--- src/hw/wbpr_pkg.sv ---
// package: register map, field positions, reset values and state types of the pipe reuse control
//------------------------------------------------------------
//------------------------------------------------------------
package wbpr_pkg;

    //------------------------------------------------------------
    // register map
    //------------------------------------------------------------
    localparam int ADDR_W = 8;
    localparam logic [7:0] ADDR_WRITEBACK_ATTR = 8'h00; // writeback_attr_reg
    localparam logic [7:0] ADDR_VIDEO_PIPE_ATTR = 8'h04; // video_pipe_attr_reg
    localparam logic [7:0] ADDR_STATUS = 8'h08; // status and sticky flag

    //------------------------------------------------------------
    // field positions
    //------------------------------------------------------------
    localparam int STORE_ENABLE_BIT = 0;
    localparam int MEM_TO_MEM_SELECT_BIT = 19;
    localparam int PIPE_ENABLE_BIT = 0;
    localparam int PIPE_ROUTE_BIT = 1; // 0 toward frame store, 1 toward panel
    localparam int ST_SYNC_LOST_BIT = 0; // write one to clear
    localparam int ST_COPY_RUN_BIT = 1;
    localparam int ST_PANEL_FETCH_BIT = 2;
    localparam int ST_PIPE_BOUND_BIT = 3;
    localparam int ST_FRAME_CORRUPT_BIT = 4;

    //------------------------------------------------------------
    // reset values
    //------------------------------------------------------------
    localparam logic RST_STORE_ENABLE = 1'b0;
    localparam logic RST_MEM_TO_MEM_SELECT = 1'b0;
    localparam logic RST_PIPE_ENABLE = 1'b0;
    localparam logic RST_PIPE_ROUTE = 1'b0;
    localparam logic [31:0] RST_READ_DATA = 32'h0000_0000;

    //------------------------------------------------------------
    // state types
    //------------------------------------------------------------
    typedef enum logic [1:0] {
        COPY_IDLE = 2'b01,
        COPY_RUN = 2'b10
    } wbpr_copy_state_type;

    typedef enum logic [2:0] {
        GATE_OFF = 3'b001,
        GATE_WAIT = 3'b010,
        GATE_LIVE = 3'b100
    } wbpr_gate_state_type;

endpackage : wbpr_pkg

--- src/hw/wbpr_copy_seq.sv ---
// module: memory copy sequencer of the frame store path
`timescale 1ns/1ps
module wbpr_copy_seq
(
    input wire logic sys_clk, // 200 MHz clock
    input wire logic srst, // synchronous reset, active high
    input wire logic copy_request, // enable, memory copy mode and pipe toward store
    input wire logic copy_done, // one-cycle pulse: memory copy finished
    output logic copy_run, // copy in progress
    output logic copy_finish // one-cycle pulse: completion taken
);

    wbpr_pkg::wbpr_copy_state_type state;
    wbpr_pkg::wbpr_copy_state_type next_state;

    // completion counts only while running and still requested
    assign copy_finish = (state == wbpr_pkg::COPY_RUN) && copy_request && copy_done;
    assign copy_run = (state == wbpr_pkg::COPY_RUN);

    // next state: start on request, leave on completion or withdrawal
    always_comb
    begin
        next_state = state;
        unique case (state)
            wbpr_pkg::COPY_IDLE:
            begin
                if (copy_request)
                    next_state = wbpr_pkg::COPY_RUN;
            end
            wbpr_pkg::COPY_RUN:
            begin
                if (!copy_request || copy_done)
                    next_state = wbpr_pkg::COPY_IDLE;
            end
            default: next_state = wbpr_pkg::COPY_IDLE;
        endcase
    end

    // state register
    always_ff @(posedge sys_clk)
    begin
        if (srst)
            state <= wbpr_pkg::COPY_IDLE;
        else
            state <= next_state;
    end

endmodule : wbpr_copy_seq

--- src/hw/wbpr_frame_gate.sv ---
// module: panel fetch gate aligning a video pipe to panel frame starts
`timescale 1ns/1ps
module wbpr_frame_gate
(
    input wire logic sys_clk, // 200 MHz clock
    input wire logic srst, // synchronous reset, active high
    input wire logic panel_request, // pipe enabled toward an active panel
    input wire logic join_unaligned, // one-cycle pulse: on-the-fly join
    input wire logic frame_start, // one-cycle pulse: panel frame start
    output logic panel_fetch, // pipe fetching for the panel
    output logic frame_corrupt // current panel frame is corrupted
);

    wbpr_pkg::wbpr_gate_state_type state;
    wbpr_pkg::wbpr_gate_state_type next_state;
    logic next_corrupt;

    assign panel_fetch = (state == wbpr_pkg::GATE_LIVE);

    // corrupt flag stands from an unaligned join to the next frame start
    assign next_corrupt = join_unaligned | (frame_corrupt & ~frame_start);

    // next state of the gate
    always_comb
    begin
        next_state = state;
        unique case (state)
            wbpr_pkg::GATE_OFF:
            begin
                if (panel_request && join_unaligned)
                    next_state = wbpr_pkg::GATE_LIVE;
                else if (panel_request)
                    next_state = wbpr_pkg::GATE_WAIT;
            end
            wbpr_pkg::GATE_WAIT:
            begin
                if (!panel_request)
                    next_state = wbpr_pkg::GATE_OFF;
                else if (frame_start)
                    next_state = wbpr_pkg::GATE_LIVE;
            end
            wbpr_pkg::GATE_LIVE:
            begin
                if (!panel_request)
                    next_state = wbpr_pkg::GATE_OFF;
            end
            default: next_state = wbpr_pkg::GATE_OFF;
        endcase
    end

    // state and corrupt registers
    always_ff @(posedge sys_clk)
    begin
        if (srst)
        begin
            state <= wbpr_pkg::GATE_OFF;
            frame_corrupt <= 1'b0;
        end
        else
        begin
            state <= next_state;
            frame_corrupt <= next_corrupt;
        end
    end

endmodule : wbpr_frame_gate

--- src/hw/wbpr_top.sv ---
// module: writeback pipe reuse control with register port and checks
//
// The address map and strobed register access were chosen for this implementation.
`timescale 1ns/1ps
module wbpr_top
(
    input wire logic sys_clk, // 200 MHz clock
    input wire logic srst, // synchronous reset, active high
    input wire logic [7:0] reg_addr, // register byte address
    input wire logic [31:0] reg_wdata, // register write data
    input wire logic reg_wr, // write strobe
    input wire logic reg_rd, // read strobe
    output logic [31:0] reg_rdata, // read data, cycle after strobe
    input wire logic copy_done, // pulse: frame store copy finished
    input wire logic panel_active, // level: panel output running
    input wire logic panel_frame_start, // pulse: panel frame start
    output logic copy_run, // level: memory copy in progress
    output logic store_fetch, // level: pipe feeds the frame store
    output logic panel_fetch, // level: pipe feeds the panel
    output logic frame_corrupt, // level: current panel frame corrupted
    output logic sync_lost_pulse // pulse: sync lost raised
);

    //------------------------------------------------------------
    // register state
    //------------------------------------------------------------
    logic store_enable;
    logic mem_to_mem_select;
    logic pipe_enable;
    logic pipe_route;
    logic pipe_enable_q;
    logic panel_request_q;
    logic pipe_bound;
    logic release_armed;
    logic sync_lost;
    logic copy_finish;
    logic [31:0] next_rdata;

    //------------------------------------------------------------
    // address decode
    //------------------------------------------------------------
    wire wr_store_attr = reg_wr && (reg_addr == wbpr_pkg::ADDR_WRITEBACK_ATTR);
    wire wr_pipe = reg_wr && (reg_addr == wbpr_pkg::ADDR_VIDEO_PIPE_ATTR);
    wire wr_status = reg_wr && (reg_addr == wbpr_pkg::ADDR_STATUS);
    wire rd_store_attr = reg_rd && (reg_addr == wbpr_pkg::ADDR_WRITEBACK_ATTR);
    wire rd_pipe = reg_rd && (reg_addr == wbpr_pkg::ADDR_VIDEO_PIPE_ATTR);
    wire rd_status = reg_rd && (reg_addr == wbpr_pkg::ADDR_STATUS);

    //------------------------------------------------------------
    // next values of the control bits
    //------------------------------------------------------------
    // completion clears enable
    wire next_store_enable = wr_store_attr ? reg_wdata[wbpr_pkg::STORE_ENABLE_BIT] :
                             (copy_finish ? 1'b0 : store_enable);
    wire next_mem_to_mem_select = wr_store_attr ? reg_wdata[wbpr_pkg::MEM_TO_MEM_SELECT_BIT] :
                                  mem_to_mem_select;
    wire next_pipe_enable = wr_pipe ? reg_wdata[wbpr_pkg::PIPE_ENABLE_BIT] : pipe_enable;
    wire next_pipe_route = wr_pipe ? reg_wdata[wbpr_pkg::PIPE_ROUTE_BIT] : pipe_route;

    wire copy_request = store_enable && mem_to_mem_select && pipe_enable && !pipe_route;

    //------------------------------------------------------------
    // pipe binding and release
    //------------------------------------------------------------
    wire wr_pipe_enable_on = wr_pipe && reg_wdata[wbpr_pkg::PIPE_ENABLE_BIT];
    wire release_arm = wr_store_attr && reg_wdata[wbpr_pkg::STORE_ENABLE_BIT] && !pipe_enable &&
                       pipe_bound;
    wire release_fire = wr_store_attr && !reg_wdata[wbpr_pkg::STORE_ENABLE_BIT] && release_armed;
    wire next_bound = copy_run | (pipe_bound & ~release_fire);
    wire next_armed = (release_armed | release_arm) & ~release_fire & ~wr_pipe_enable_on;

    //------------------------------------------------------------
    // join detection toward the panel
    //------------------------------------------------------------
    wire panel_request = pipe_enable && pipe_route && panel_active;
    wire panel_join = panel_request && !panel_request_q;
    wire join_unaligned = panel_join && (pipe_enable_q || pipe_bound);
    wire next_sync_lost = join_unaligned |
                          (sync_lost & ~(wr_status & reg_wdata[wbpr_pkg::ST_SYNC_LOST_BIT]));

    assign sync_lost_pulse = join_unaligned;
    assign store_fetch = copy_run;

    //------------------------------------------------------------
    // read data selection
    //------------------------------------------------------------
    wire [31:0] store_word = ({31'h0, store_enable} << wbpr_pkg::STORE_ENABLE_BIT) |
                             ({31'h0, mem_to_mem_select} << wbpr_pkg::MEM_TO_MEM_SELECT_BIT);
    wire [31:0] pipe_word = ({31'h0000_0000, pipe_enable} << wbpr_pkg::PIPE_ENABLE_BIT) |
                            ({31'h0000_0000, pipe_route} << wbpr_pkg::PIPE_ROUTE_BIT);
    wire [31:0] status_word = ({31'h0000_0000, sync_lost} << wbpr_pkg::ST_SYNC_LOST_BIT) |
                              ({31'h0000_0000, copy_run} << wbpr_pkg::ST_COPY_RUN_BIT) |
                              ({31'h0000_0000, panel_fetch} << wbpr_pkg::ST_PANEL_FETCH_BIT) |
                              ({31'h0000_0000, pipe_bound} << wbpr_pkg::ST_PIPE_BOUND_BIT) |
                              ({31'h0000_0000, frame_corrupt} << wbpr_pkg::ST_FRAME_CORRUPT_BIT);
    assign next_rdata = rd_store_attr ? store_word :
                        rd_pipe ? pipe_word :
                        rd_status ? status_word : 32'h0000_0000;

    //------------------------------------------------------------
    // sub blocks
    //------------------------------------------------------------
    // copy sequencer of the frame store path
    wbpr_copy_seq u_copy_seq
    (
        .sys_clk(sys_clk),
        .srst(srst),
        .copy_request(copy_request),
        .copy_done(copy_done),
        .copy_run(copy_run),
        .copy_finish(copy_finish)
    );

    // frame start gate toward the panel
    wbpr_frame_gate u_frame_gate
    (
        .sys_clk(sys_clk),
        .srst(srst),
        .panel_request(panel_request),
        .join_unaligned(join_unaligned),
        .frame_start(panel_frame_start),
        .panel_fetch(panel_fetch),
        .frame_corrupt(frame_corrupt)
    );

    //------------------------------------------------------------
    // register updates
    //------------------------------------------------------------
    // control bits and attribute fields
    always_ff @(posedge sys_clk)
    begin
        if (srst)
        begin
            store_enable <= wbpr_pkg::RST_STORE_ENABLE;
            mem_to_mem_select <= wbpr_pkg::RST_MEM_TO_MEM_SELECT;
            pipe_enable <= wbpr_pkg::RST_PIPE_ENABLE;
            pipe_route <= wbpr_pkg::RST_PIPE_ROUTE;
        end
        else
        begin
            store_enable <= next_store_enable;
            mem_to_mem_select <= next_mem_to_mem_select;
            pipe_enable <= next_pipe_enable;
            pipe_route <= next_pipe_route;
        end
    end

    // history, binding and sticky flag
    always_ff @(posedge sys_clk)
    begin
        if (srst)
        begin
            pipe_enable_q <= 1'b0;
            panel_request_q <= 1'b0;
            pipe_bound <= 1'b0;
            release_armed <= 1'b0;
            sync_lost <= 1'b0;
        end
        else
        begin
            pipe_enable_q <= pipe_enable;
            panel_request_q <= panel_request;
            pipe_bound <= next_bound;
            release_armed <= next_armed;
            sync_lost <= next_sync_lost;
        end
    end

    // read data register
    always_ff @(posedge sys_clk)
    begin
        if (srst)
            reg_rdata <= wbpr_pkg::RST_READ_DATA;
        else
            reg_rdata <= next_rdata;
    end

    //------------------------------------------------------------
    // checks
    //------------------------------------------------------------
    // copy mode start
    a_copy_mode_start: assert property (
        @(posedge sys_clk) disable iff (srst)
        $rose(copy_run) |-> $past(store_enable && mem_to_mem_select && !pipe_route))
        else $error("copy started without memory copy mode");

    a_store_enable_clear: assert property (
        @(posedge sys_clk) disable iff (srst)
        (copy_finish && !wr_store_attr) |=> (!store_enable && !copy_run))
        else $error("frame store enable not cleared at completion");

    a_pipe_enable_kept: assert property (
        @(posedge sys_clk) disable iff (srst)
        (copy_finish && !wr_pipe) |=> (pipe_enable && pipe_bound))
        else $error("pipe enable changed at completion");

    a_unaligned_join: assert property (
        @(posedge sys_clk) disable iff (srst)
        join_unaligned |=> (panel_fetch && frame_corrupt && sync_lost))
        else $error("unaligned join without corruption and sync lost");

    a_corrupt_window: assert property (
        @(posedge sys_clk) disable iff (srst)
        (frame_corrupt && panel_frame_start && !join_unaligned) |=> !frame_corrupt)
        else $error("corrupt flag outlived the frame");

    a_fetch_aligned: assert property (
        @(posedge sys_clk) disable iff (srst)
        $rose(panel_fetch) |-> $past(panel_frame_start || join_unaligned))
        else $error("panel fetch began off a frame start");

    a_sync_lost_hold: assert property (
        @(posedge sys_clk) disable iff (srst)
        (sync_lost && !wr_status) |=> sync_lost)
        else $error("sync lost flag dropped without clear");

    a_status_read: assert property (
        @(posedge sys_clk) disable iff (srst)
        rd_status |=> (reg_rdata[wbpr_pkg::ST_SYNC_LOST_BIT] == $past(sync_lost)))
        else $error("status read data wrong");

    a_exit_release: assert property (
        @(posedge sys_clk) disable iff (srst)
        (release_fire && !copy_run) |=> !pipe_bound)
        else $error("pipe binding not released by exit sequence");

    a_clean_rejoin: assert property (
        @(posedge sys_clk) disable iff (srst)
        (panel_join && !pipe_enable_q && !pipe_bound && !panel_frame_start) |=> !panel_fetch)
        else $error("clean join fetched before frame start");

    a_copy_idle_hold: assert property (
        @(posedge sys_clk) disable iff (srst)
        (!copy_run && !copy_request) |=> !copy_run)
        else $error("copy started without a request");

    a_start_needs_pipe: assert property (
        @(posedge sys_clk) disable iff (srst)
        $rose(copy_run) |-> $past(pipe_enable))
        else $error("copy started with the pipe disabled");

    a_copy_run_hold: assert property (
        @(posedge sys_clk) disable iff (srst)
        (copy_run && copy_request && !copy_done) |=> copy_run)
        else $error("copy ended before completion");

    a_status_copy_bit: assert property (
        @(posedge sys_clk) disable iff (srst)
        rd_status |=> (reg_rdata[wbpr_pkg::ST_COPY_RUN_BIT] == $past(copy_run)))
        else $error("status copy bit wrong");

    a_copy_binds_pipe: assert property (
        @(posedge sys_clk) disable iff (srst)
        copy_run |=> pipe_bound)
        else $error("pipe not bound during copy");

    a_finish_keeps_route: assert property (
        @(posedge sys_clk) disable iff (srst)
        (copy_finish && !wr_pipe) |=> !pipe_route)
        else $error("pipe route changed at completion");

    a_fetch_needs_request: assert property (
        @(posedge sys_clk) disable iff (srst)
        $rose(panel_fetch) |-> $past(panel_request))
        else $error("panel fetch began without a request");

    a_fetch_drop: assert property (
        @(posedge sys_clk) disable iff (srst)
        (panel_fetch && !panel_request) |=> !panel_fetch)
        else $error("panel fetch outlived its request");

    a_wait_no_fetch: assert property (
        @(posedge sys_clk) disable iff (srst)
        (!panel_fetch && !panel_frame_start && !join_unaligned) |=> !panel_fetch)
        else $error("panel fetch began without frame start");

    a_sync_lost_clear: assert property (
        @(posedge sys_clk) disable iff (srst)
        (sync_lost && wr_status && reg_wdata[wbpr_pkg::ST_SYNC_LOST_BIT] && !join_unaligned)
        |=> !sync_lost)
        else $error("sync lost flag not cleared by write");

    a_status_fetch_bit: assert property (
        @(posedge sys_clk) disable iff (srst)
        rd_status |=> (reg_rdata[wbpr_pkg::ST_PANEL_FETCH_BIT] == $past(panel_fetch)))
        else $error("status fetch bit wrong");

endmodule : wbpr_top

--- config.mk ---
export PLATFORM = sky130hd
export DESIGN_NAME = wbpr_top
export DESIGN_NICKNAME = d
export VERILOG_FILES = /design/src/hw/wbpr_pkg.sv /design/src/hw/wbpr_copy_seq.sv /design/src/hw/wbpr_frame_gate.sv /design/src/hw/wbpr_top.sv
export SDC_FILE = /design/constraint.sdc
export NUM_CORES = 1
export LEC_CHECK = 0
export BUFFER_PORTS_ARGS = -buffer_cell sky130_fd_sc_hd__buf_2
export CORE_ASPECT_RATIO = 1.25
export CORE_UTILIZATION = 43
export CTS_BUF_LIST = sky130_fd_sc_hd__clkbuf_16
export DETAILED_ROUTE_END_ITERATION = 8
export MAX_ROUTING_LAYER = met4
export PLACE_DENSITY_LB_ADDON = 0.12
export SYNTH_ARGS = -nofsm -noshare
export SYNTH_HDL_FRONTEND = slang
export SYNTH_SLANG_ARGS = --single-unit
--- constraint.sdc ---
create_clock -name sys_clk -period 2.3 [get_ports sys_clk]
set_clock_uncertainty 0.1 [all_clocks]
set_input_delay 0.115 -clock sys_clk [delete_from_list [all_inputs] [get_ports sys_clk]]
set_output_delay 0.115 -clock sys_clk [all_outputs]
set_load 0.005 [all_outputs]
After elaboration in Yosys (flattened, before gate mapping):

Cells that the tools add are included.

* register bits: 47
* latch bits: 0
* bits in writable memories: 0
* memory bits (read-only): 0
* input port bits: 47
* output and inout port bits: 37
* logic and storage cells: 92
* memories: 0

* add/subtract/negate cells: 0
* multipliers: 0
* div/mod/pow operators: 0
* $lt $le $gt $ge: 0
* eq/ne operators: 12
* shifts and indexed selects: 0
* multiplexer cells: 14
* bitwise operators: 20
* reductions and logical operators: 33

Operator list (number)
* 1-bit logical AND: 22
* 20-bit two-way mux: 1
* 1-bit by 20-bit OR with 20-bit output: 1
* 3-bit two-way mux: 5
* 5-bit two-way mux: 2
* 3-bit case mux with 3 select lines: 1
* 8-bit by 3-bit == test with 1-bit output, second input constant: 1
* 8-bit by 4-bit == test with 1-bit output, second input constant: 1
* 8-bit zero test: 1
* 1-bit AND: 6
* 1-bit zero test: 5
* 4-bit by 5-bit OR with 5-bit output: 1
* 2-bit two-way mux: 2
* 2-bit by 1-bit != test with 1-bit output, second input constant: 2
* 1-bit NOT: 4
* 1-bit OR: 4
* 1-bit by 2-bit OR with 2-bit output: 2
* 3-bit by 4-bit OR with 4-bit output: 1
* 2-bit case mux with 2 select lines: 1
* 3-bit by 1-bit == test with 1-bit output, second input constant: 1
* 3-bit by 2-bit == test with 1-bit output, second input constant: 1
* 3-bit == test, second input constant: 1
* 3-bit by 2-bit != test with 1-bit output, second input constant: 1
* 3-bit != test, second input constant: 1
* other kinds (9): 11

Longest topological paths before layout:

Gate-level depths: netlist (run 1).

* depth in word-level cells: 8
* depth in mapped cells: 4

Hierarchy:

From an unflattened synthesis (run 1), not the netlist that was laid out.

* cell total of the unflattened synthesis: 138
* area total of the unflattened synthesis: 1265.0 µm²

Modules (own cells, without submodules)
* wbpr_top: times used 1, cells each 103, area an instance 910.9 µm²
* wbpr_frame_gate: times used 1, cells each 26, area an instance 260.2 µm²
* wbpr_copy_seq: times used 1, cells each 9, area an instance 93.8 µm²

Worst setup path after synthesis (run 1):

OpenSTA, ideal clock, no wires.

* path type: input to register
* from: in reg_addr[4]
* to: reg pipe_enable
* library setup time: 0.121 ns
* arrival: 1.272 ns
* setup slack: 0.807 ns
* stages on the path: 3
* path buffers: 0
* path through: or4b_4 -> nor4b_4 -> mux2_4

* longest elaborated chain between the ends: 2

RTL lines
* from (decl): line wbpr_top.sv:9 `input wire logic [7:0] reg_addr,`
* 8-bit by 3-bit == test with 1-bit output: line wbpr_top.sv:43 `wire wr_pipe = reg_wr && (reg_addr == wbpr_pkg::ADDR_VIDEO_PIPE_ATTR);`
* 1-bit logical AND: line wbpr_top.sv:43
* to (signal assigned): line wbpr_top.sv:136 `pipe_enable <= wbpr_pkg::RST_PIPE_ENABLE;`
* to (signal assigned): line wbpr_top.sv:143 `pipe_enable <= next_pipe_enable;`
* to (decl): line wbpr_top.sv:29 `logic pipe_enable;`

Every way passes these cells.
A chain may end at the register's enable or synchronous reset.

Worst setup path in the final report (run 1):

* from: reg pipe_enable
* to: out sync_lost_pulse

* longest elaborated chain between the ends: 4

RTL lines
* 1-bit logical AND (2 in series): line wbpr_top.sv:75 `wire panel_request = pipe_enable && pipe_route && panel_active;`
* 1-bit logical AND: line wbpr_top.sv:76 `wire panel_join = panel_request && !panel_request_q;`
* 1-bit logical AND: line wbpr_top.sv:77 `wire join_unaligned = panel_join && (pipe_enable_q || pipe_bound);`
* to (decl): line wbpr_top.sv:21 `output logic sync_lost_pulse`

Every way passes these cells.

==> results.txt, run 1 <==
status -> complete, no violations
postcts setup bufs -> 0
Final Critical Period -> 1.59 ns
Reg-to-Reg End -> u_frame_gate.state[2]
FP Rows -> 20
CTS Sinks -> 21
min-delay worst type -> primary input to flip-flop
Synth Flop Type -> dfxtp_1
Hold Crit Depth -> 3
Final Slew Violations -> 0
Critical Path Sink Type -> output port
worst vdd ir -> 0.000326 V
RSZ-0062 raised after global routing -> no
mapped cell area -> 1150 µm²
final setup violation count -> 0
worst skew pair latency -> 0.25 ns
internal power -> 0.615 mW
vias post-DR -> 932
Logic pwr share -> 6.4%
CTS tree -> built
Critical Setup Path Class -> flip-flop to output port
Num CTS Buffers -> 3
syn avg cell area -> 9.01 µm²
Net Sw Frac -> 20.6%
Hold Path Sink -> mem_to_mem_select
commonest non-fill, non-tap cell in the layout -> buf_2
Die Y -> 59.9 µm
final net count -> 205
largest net degree at the start of global routing -> 13
Ports -> 84
placer congestion estimate -> 0.923
hold bufs inserted after CTS -> 0
YS warnings -> 0
Antenna Cells -> 0
Starting Density -> 46.6%
Max Fclk -> 630 MHz
NetSw -> 0.159 mW
non-filler cells, final -> 190
Die X -> 48.3 µm
dpl hpwl -> 1700 µm
Placed Instances -> 186
Slowest-stage cell, CP -> dfxtp_1
layout cells sized above 1 -> 23.6%
max incr delay on CP -> 0.45 ns
CP Data Required Time -> 2.09 ns
H-tree Lvls -> 1
synthesis-stage register bit count -> 21
Total Routing Usage GR -> 17.2%
DRT iter0 DRCs -> 23
Worst Hold Launch -> reg_wdata[19]
period utilisation layout -> 69.1%
worst-margin pin slew -> 0.535 ns
reg-to-reg slack, setup -> 0.93 ns
Worst-path clk slew -> 0.06 ns
total wire length -> 2190 µm
clk buf depth -> 2
critical path data arrival time -> 1.37 ns
worst r2r src -> pipe_bound
power density cells -> 595 nW/µm²
Clock Power Share -> 46.6%
setup TNS -> 0 ns
Post-Syn Instances -> 128
Post-DRT Antenna Nets -> 0
WL per Instance -> 11.5 µm
Remaining DRCs -> 0
Slew HR -> 64.0%
most frequent cells in the layout -> buf_2 (28), conb_1 (26), dfxtp_1 (21), nor2_1 (7), nor2b_1 (7)
area of the die -> 2900 µm²
Hold Fails Final Rpt -> 0
Area growth, synth to finish -> 12.8%
Port Buf Inserts -> 28
nature of the critical path startpoint -> flip-flop
buffers and inverters on the worst path -> 1
max_cap viols -> 0
FFs w/ async S/R, synth -> 0%
CTS Root Cell -> clkbuf_16
first-pass GRT wire length -> 3630 µm
initial antenna violation count -> 0
CP top delay family -> simple AND/OR/NAND/NOR gates
Core Region -> 2480 µm²
vias in the first global route -> 816
leak pwr -> 0.611 nW
cts repair resizes -> 0
EDFF count, synth -> 0
register area share after synthesis -> 36.4%
drt first pass iters -> 4
R2R cell count -> 3
CP Max Fanout -> 6
crit-path cells -> nand3_1 -> nor2_1 -> buf_2
Via density -> 4.91
Netlist cell types -> 39
Congestion Overflow GR -> 0
Seq pwr share -> 47.0%
through the flow:
stage                     hold WS, ns  worst slack, ns  total power [mW]  util (%)  area (µm²)
after CTS                     0.00187            0.741             0.783      52.5        1300
after global placement          0.268            0.623             0.420      49.3        1220
after global routing           0.0306            0.612             0.812      52.5        1300
after floorplan                 0.130            0.807             0.429         -        1250
final                         0.00436            0.712             0.774      52.5        1300
after detailed placement        0.268            0.608             0.421      49.3        1220
power groups by stage:
stage / Clock, mW / Combinational [mW] / Sequential [mW]
5_1_grt: 0.391 / 0.0570 / 0.364
3_5_place_dp: 0 / 0.0487 / 0.372
2_1_floorplan: 0 / 0.0574 / 0.372
4_1_cts: 0.370 / 0.0491 / 0.364
6_report: 0.361 / 0.0497 / 0.364
3_3_place_gp: 0 / 0.0482 / 0.372
routing by layer:
metal  vias to the layer above  part of all wire, %  global-route usage (%)
met5                         -                    0                       -
met4                         0                  4.2                    12.6
met3                         8                  5.5                    3.05
met2                        40                   47                    27.4
met1                       432                   44                    19.7
li1                        452                    -                       -
layout make-up:
class | instances | area, µm²
repair buffers | 28 | 140
clock inverters | 1 | 5.00
flip-flops and latches | 21 | 420
clock buffers | 3 | 75.1
inverters | 6 | 22.5
well taps | 33 | 41.3
fillers | 234 | 1180
multi-input cells | 98 | 597
cells by family (layout without fill, tap and decap cells):
family	Yosys count	after routing	share of synthesized area, %
buffers and inverters	34	38	20.0
multiplexers	5	5	4.77
flip-flops	21	21	36.4
AND/OR/NAND/NOR	47	47	25.5
AO/OA/AOI/OAI	19	19	12.3
other	1	26	0.325
XOR/XNOR	1	1	0.759
synth_stat cells (2+ instances only):
library cell   n  share of area (%)
nor2_1         7                2.3
nor3_1         2               0.87
buf_4         27                 18
dfxtp_1       21                 36
nor2b_1        7                3.8
a2111oi_0      3                2.3
nor3b_1        2                1.3
nand3_1        2               0.87
nor4_1         2                1.1
nand2b_1       5                2.7
o21a_1         2                1.3
inv_1          5                1.6
and2_1         2                1.1
and3_1         5                2.7
nand2_1        6                2.0
o21ai_0        4                1.7
mux2i_1        4                3.5
registers in the layout, indices dropped and copies added, names as in the netlist:
| register | cells |
|---|---|
| sync_lost | 1 |
| pipe_enable_q | 1 |
| pipe_enable | 1 |
| u_frame_gate.frame_corrupt | 1 |
| u_copy_seq.state | 2 |
| panel_request_q | 1 |
| mem_to_mem_select | 1 |
| store_enable | 1 |
| release_armed | 1 |
| reg_rdata | 6 |
| pipe_route | 1 |
| u_frame_gate.state | 3 |
| pipe_bound | 1 |
tightest hold or removal path: cells and delay by family:
family,cells,cell delay [ns]
muxes,1,0.05
and+or+nand+nor,1,0.04
buffers and inverters,1,0.09
worst max-delay path by stage:
stage / end / start / cells after the start / slack (ns)
CTS: sync_lost_pulse / pipe_enable / 3 / 0.74
global placement: pipe_enable / reg_addr[4] / 4 / 0.62
detailed placement: pipe_enable / reg_addr[4] / 4 / 0.61
finish: sync_lost_pulse / pipe_enable / 3 / 0.71
floorplan: pipe_enable / reg_addr[4] / 3 / 0.81
global route: sync_lost_pulse / pipe_enable / 3 / 0.61
Note: power is estimated with default switching activity, not from simulation.
==> inputs of run 2 (changes only) <==
CORE_UTILIZATION = 36   (was 43)
clock period = 1.4 ns   (was 2.3 ns; I/O delays follow)
==> run 2 against run 1 <==
Combinational power is 110% higher. Critical path depth stayed put. Clock-buffer cell count stayed put. Die area is 19% higher. Worst setup slack worse by 0.65 ns. Wire length is 14% higher. First-iteration DRC count is 57% lower. Global-route usage is 0.89 points lower. Sequential share of layout area is 3.4 points lower.
==> results.txt, run 2 (synthesis results as in run 1) <==
status -> complete, no violations
Post-DP Area -> 1320 µm² (+8.3%)
Starting Density -> 38.4% (-8.1 points)
WL met3 -> 142 µm (+18%)
Top Registers -> reg_rdata: 6 flops, u_frame_gate.state: 3 flops, u_copy_seq.state: 2 flops
DRT iter0 DRCs -> 10 (-57%)
drt first pass iters -> 4 (unchanged)
vias post-DR -> 971 (+4.2%)
most frequent cells in the layout -> buf_2 (28), conb_1 (26), dfxtp_1 (19), buf_4 (13), nor2b_1 (7)
Total Routing Usage GR -> 16.3% (-0.89 points)
max reg flops -> 6 (unchanged)
final setup violation count -> 0 (unchanged)
CP Max Fanout -> 3 (-3)
Biggest register -> reg_rdata
post-layout util -> 48.7% (-3.8 points)
Die X -> 52.6 µm (+8.9%)
met2 wire len -> 1250 µm (+22%)
Num CTS Buffers -> 3 (unchanged)
initial antenna violation count -> 0 (unchanged)
clk buf depth -> 2 (unchanged)
WL per Instance -> 11.9 µm (+2.8%)
Max Fclk -> 750 MHz
placer congestion estimate -> 0.805 (-13%)
Final Power -> 1.30 mW (+68%)
Ports -> 84 (unchanged)
nature of the critical path startpoint -> flip-flop
H-tree Lvls -> 1 (unchanged)
Die Y -> 65.3 µm (+9.0%)
Hold Fails Final Rpt -> 0 (unchanged)
CP Data Required Time -> 1.50 ns (-0.59 ns)
top sig layer -> met4
Worst-path clk slew -> 0.06 ns (about the same)
final setup margin -> 0.0662 ns (-0.645 ns)
first-pass GRT wire length -> 3890 µm (+7.2%)
postcts setup bufs -> 0 (unchanged)
FP Rows -> 22 (+10%)
layout cells sized above 1 -> 31.6% (+8.0 points)
largest net degree at the start of global routing -> 12 (-1)
area of the die -> 3440 µm² (+19%)
Area growth, synth to finish -> 26.8%
vias in the first global route -> 845 (+3.6%)
Antenna Cells -> 0 (unchanged)
CTS Sinks -> 21 (unchanged)
Via density -> 4.62 (-5.7%)
worst skew pair latency -> 0.25 ns (about the same)
Finished Cell Area -> 1460 µm² (+12%)
Setup WS pre-CTS -> -0.179 ns (-0.787 ns)
power density cells -> 888 nW/µm² (+49%)
Critical Path Sink Type -> flip-flop
dpl hpwl -> 1970 µm (+16%)
RSZ-0062 raised after global routing -> no
final net count -> 222 (+8.3%)
commonest non-fill, non-tap cell in the layout -> buf_2
period utilisation layout -> 95.3%
Remaining DRCs -> 0 (unchanged)
CTS tree -> built
critical path data arrival time -> 1.43 ns (+0.06 ns)
Congestion Overflow GR -> 0 (unchanged)
CTS Root Cell -> clkbuf_16
worst vdd ir -> 0.000873 V (+170%)
total wire length -> 2490 µm (+14%)
min-delay worst type -> primary input to flip-flop
Final Slew Violations -> 0 (unchanged)
Final Critical Period -> 1.33 ns
Critical Setup Path Class -> flip-flop to flip-flop
met1 WL -> 1050 µm (+10%)
leak pwr -> 0.697 nW (+14%)
Post-DRT Antenna Nets -> 0 (unchanged)
Core Region -> 3000 µm² (+21%)
max_cap viols -> 0 (unchanged)
Port Buf Inserts -> 28 (unchanged)
## run 2: cell type report
cell class              count  area [µm²]
clock buffers               3        75.1
clock inverters             1        3.75
fillers                   303        1540
inverters                   6        22.5
multi-input cells          98         616
flip-flops and latches     21         423
well taps                  36        45.0
repair buffers             45         278
## run 2: worst paths after layout
path                                   startpoint                    end  slack (ns)  cells after the start
worst max register to register    panel_request_q  u_frame_gate.state[2]        0.07                      3
worst max-delay path              panel_request_q  u_frame_gate.state[2]        0.07                      3
worst min register to register  mem_to_mem_select      mem_to_mem_select        0.40                      2
worst min-delay path            panel_frame_start  u_frame_gate.state[1]        0.04                      4
## run 2: timing repair
action | 4_1_cts | 5_1_grt
endpoints found under the setup margin | 2 | 3
resized for setup | 3 | 5
endpoints found under the hold margin | 4 | 0
gates cloned | 0 | 0
hold buffers | 4 | 0
## run 2: report_power, final
group	switching [mW]	total [mW]	leakage, nW	internal (mW)
combinational	0.0578	0.106	0.486	0.0484
sequential	0.000185	0.598	0.169	0.598
clock	0.214	0.595	0.0423	0.381
## run 2: per-stage QoR
step           hold slack (ns)  setup TNS (ns)  cells
3_5_place_dp             0.223          -0.732    202
3_3_place_gp             0.215          -0.501    202
6_report                0.0418               0    210
4_1_cts                 0.0536               0    210
5_1_grt                 0.0674               0    210
2_1_floorplan           0.0855         -0.0482    153
## run 2: metal layers
| layer | vias up | global-route usage (%) |
|---|---|---|
| li1 | 488 | - |
| met1 | 446 | 18.5 |
| met2 | 33 | 25.3 |
| met3 | 4 | 5.56 |
| met4 | 0 | 7.89 |
| met5 | - | - |
## run 2: critical path, cell delays in order (launching register included)
cell and delay [ns]:
dfxtp_1 0.29, o21bai_2 0.20, a2111oi_1 0.44, o221a_2 0.25
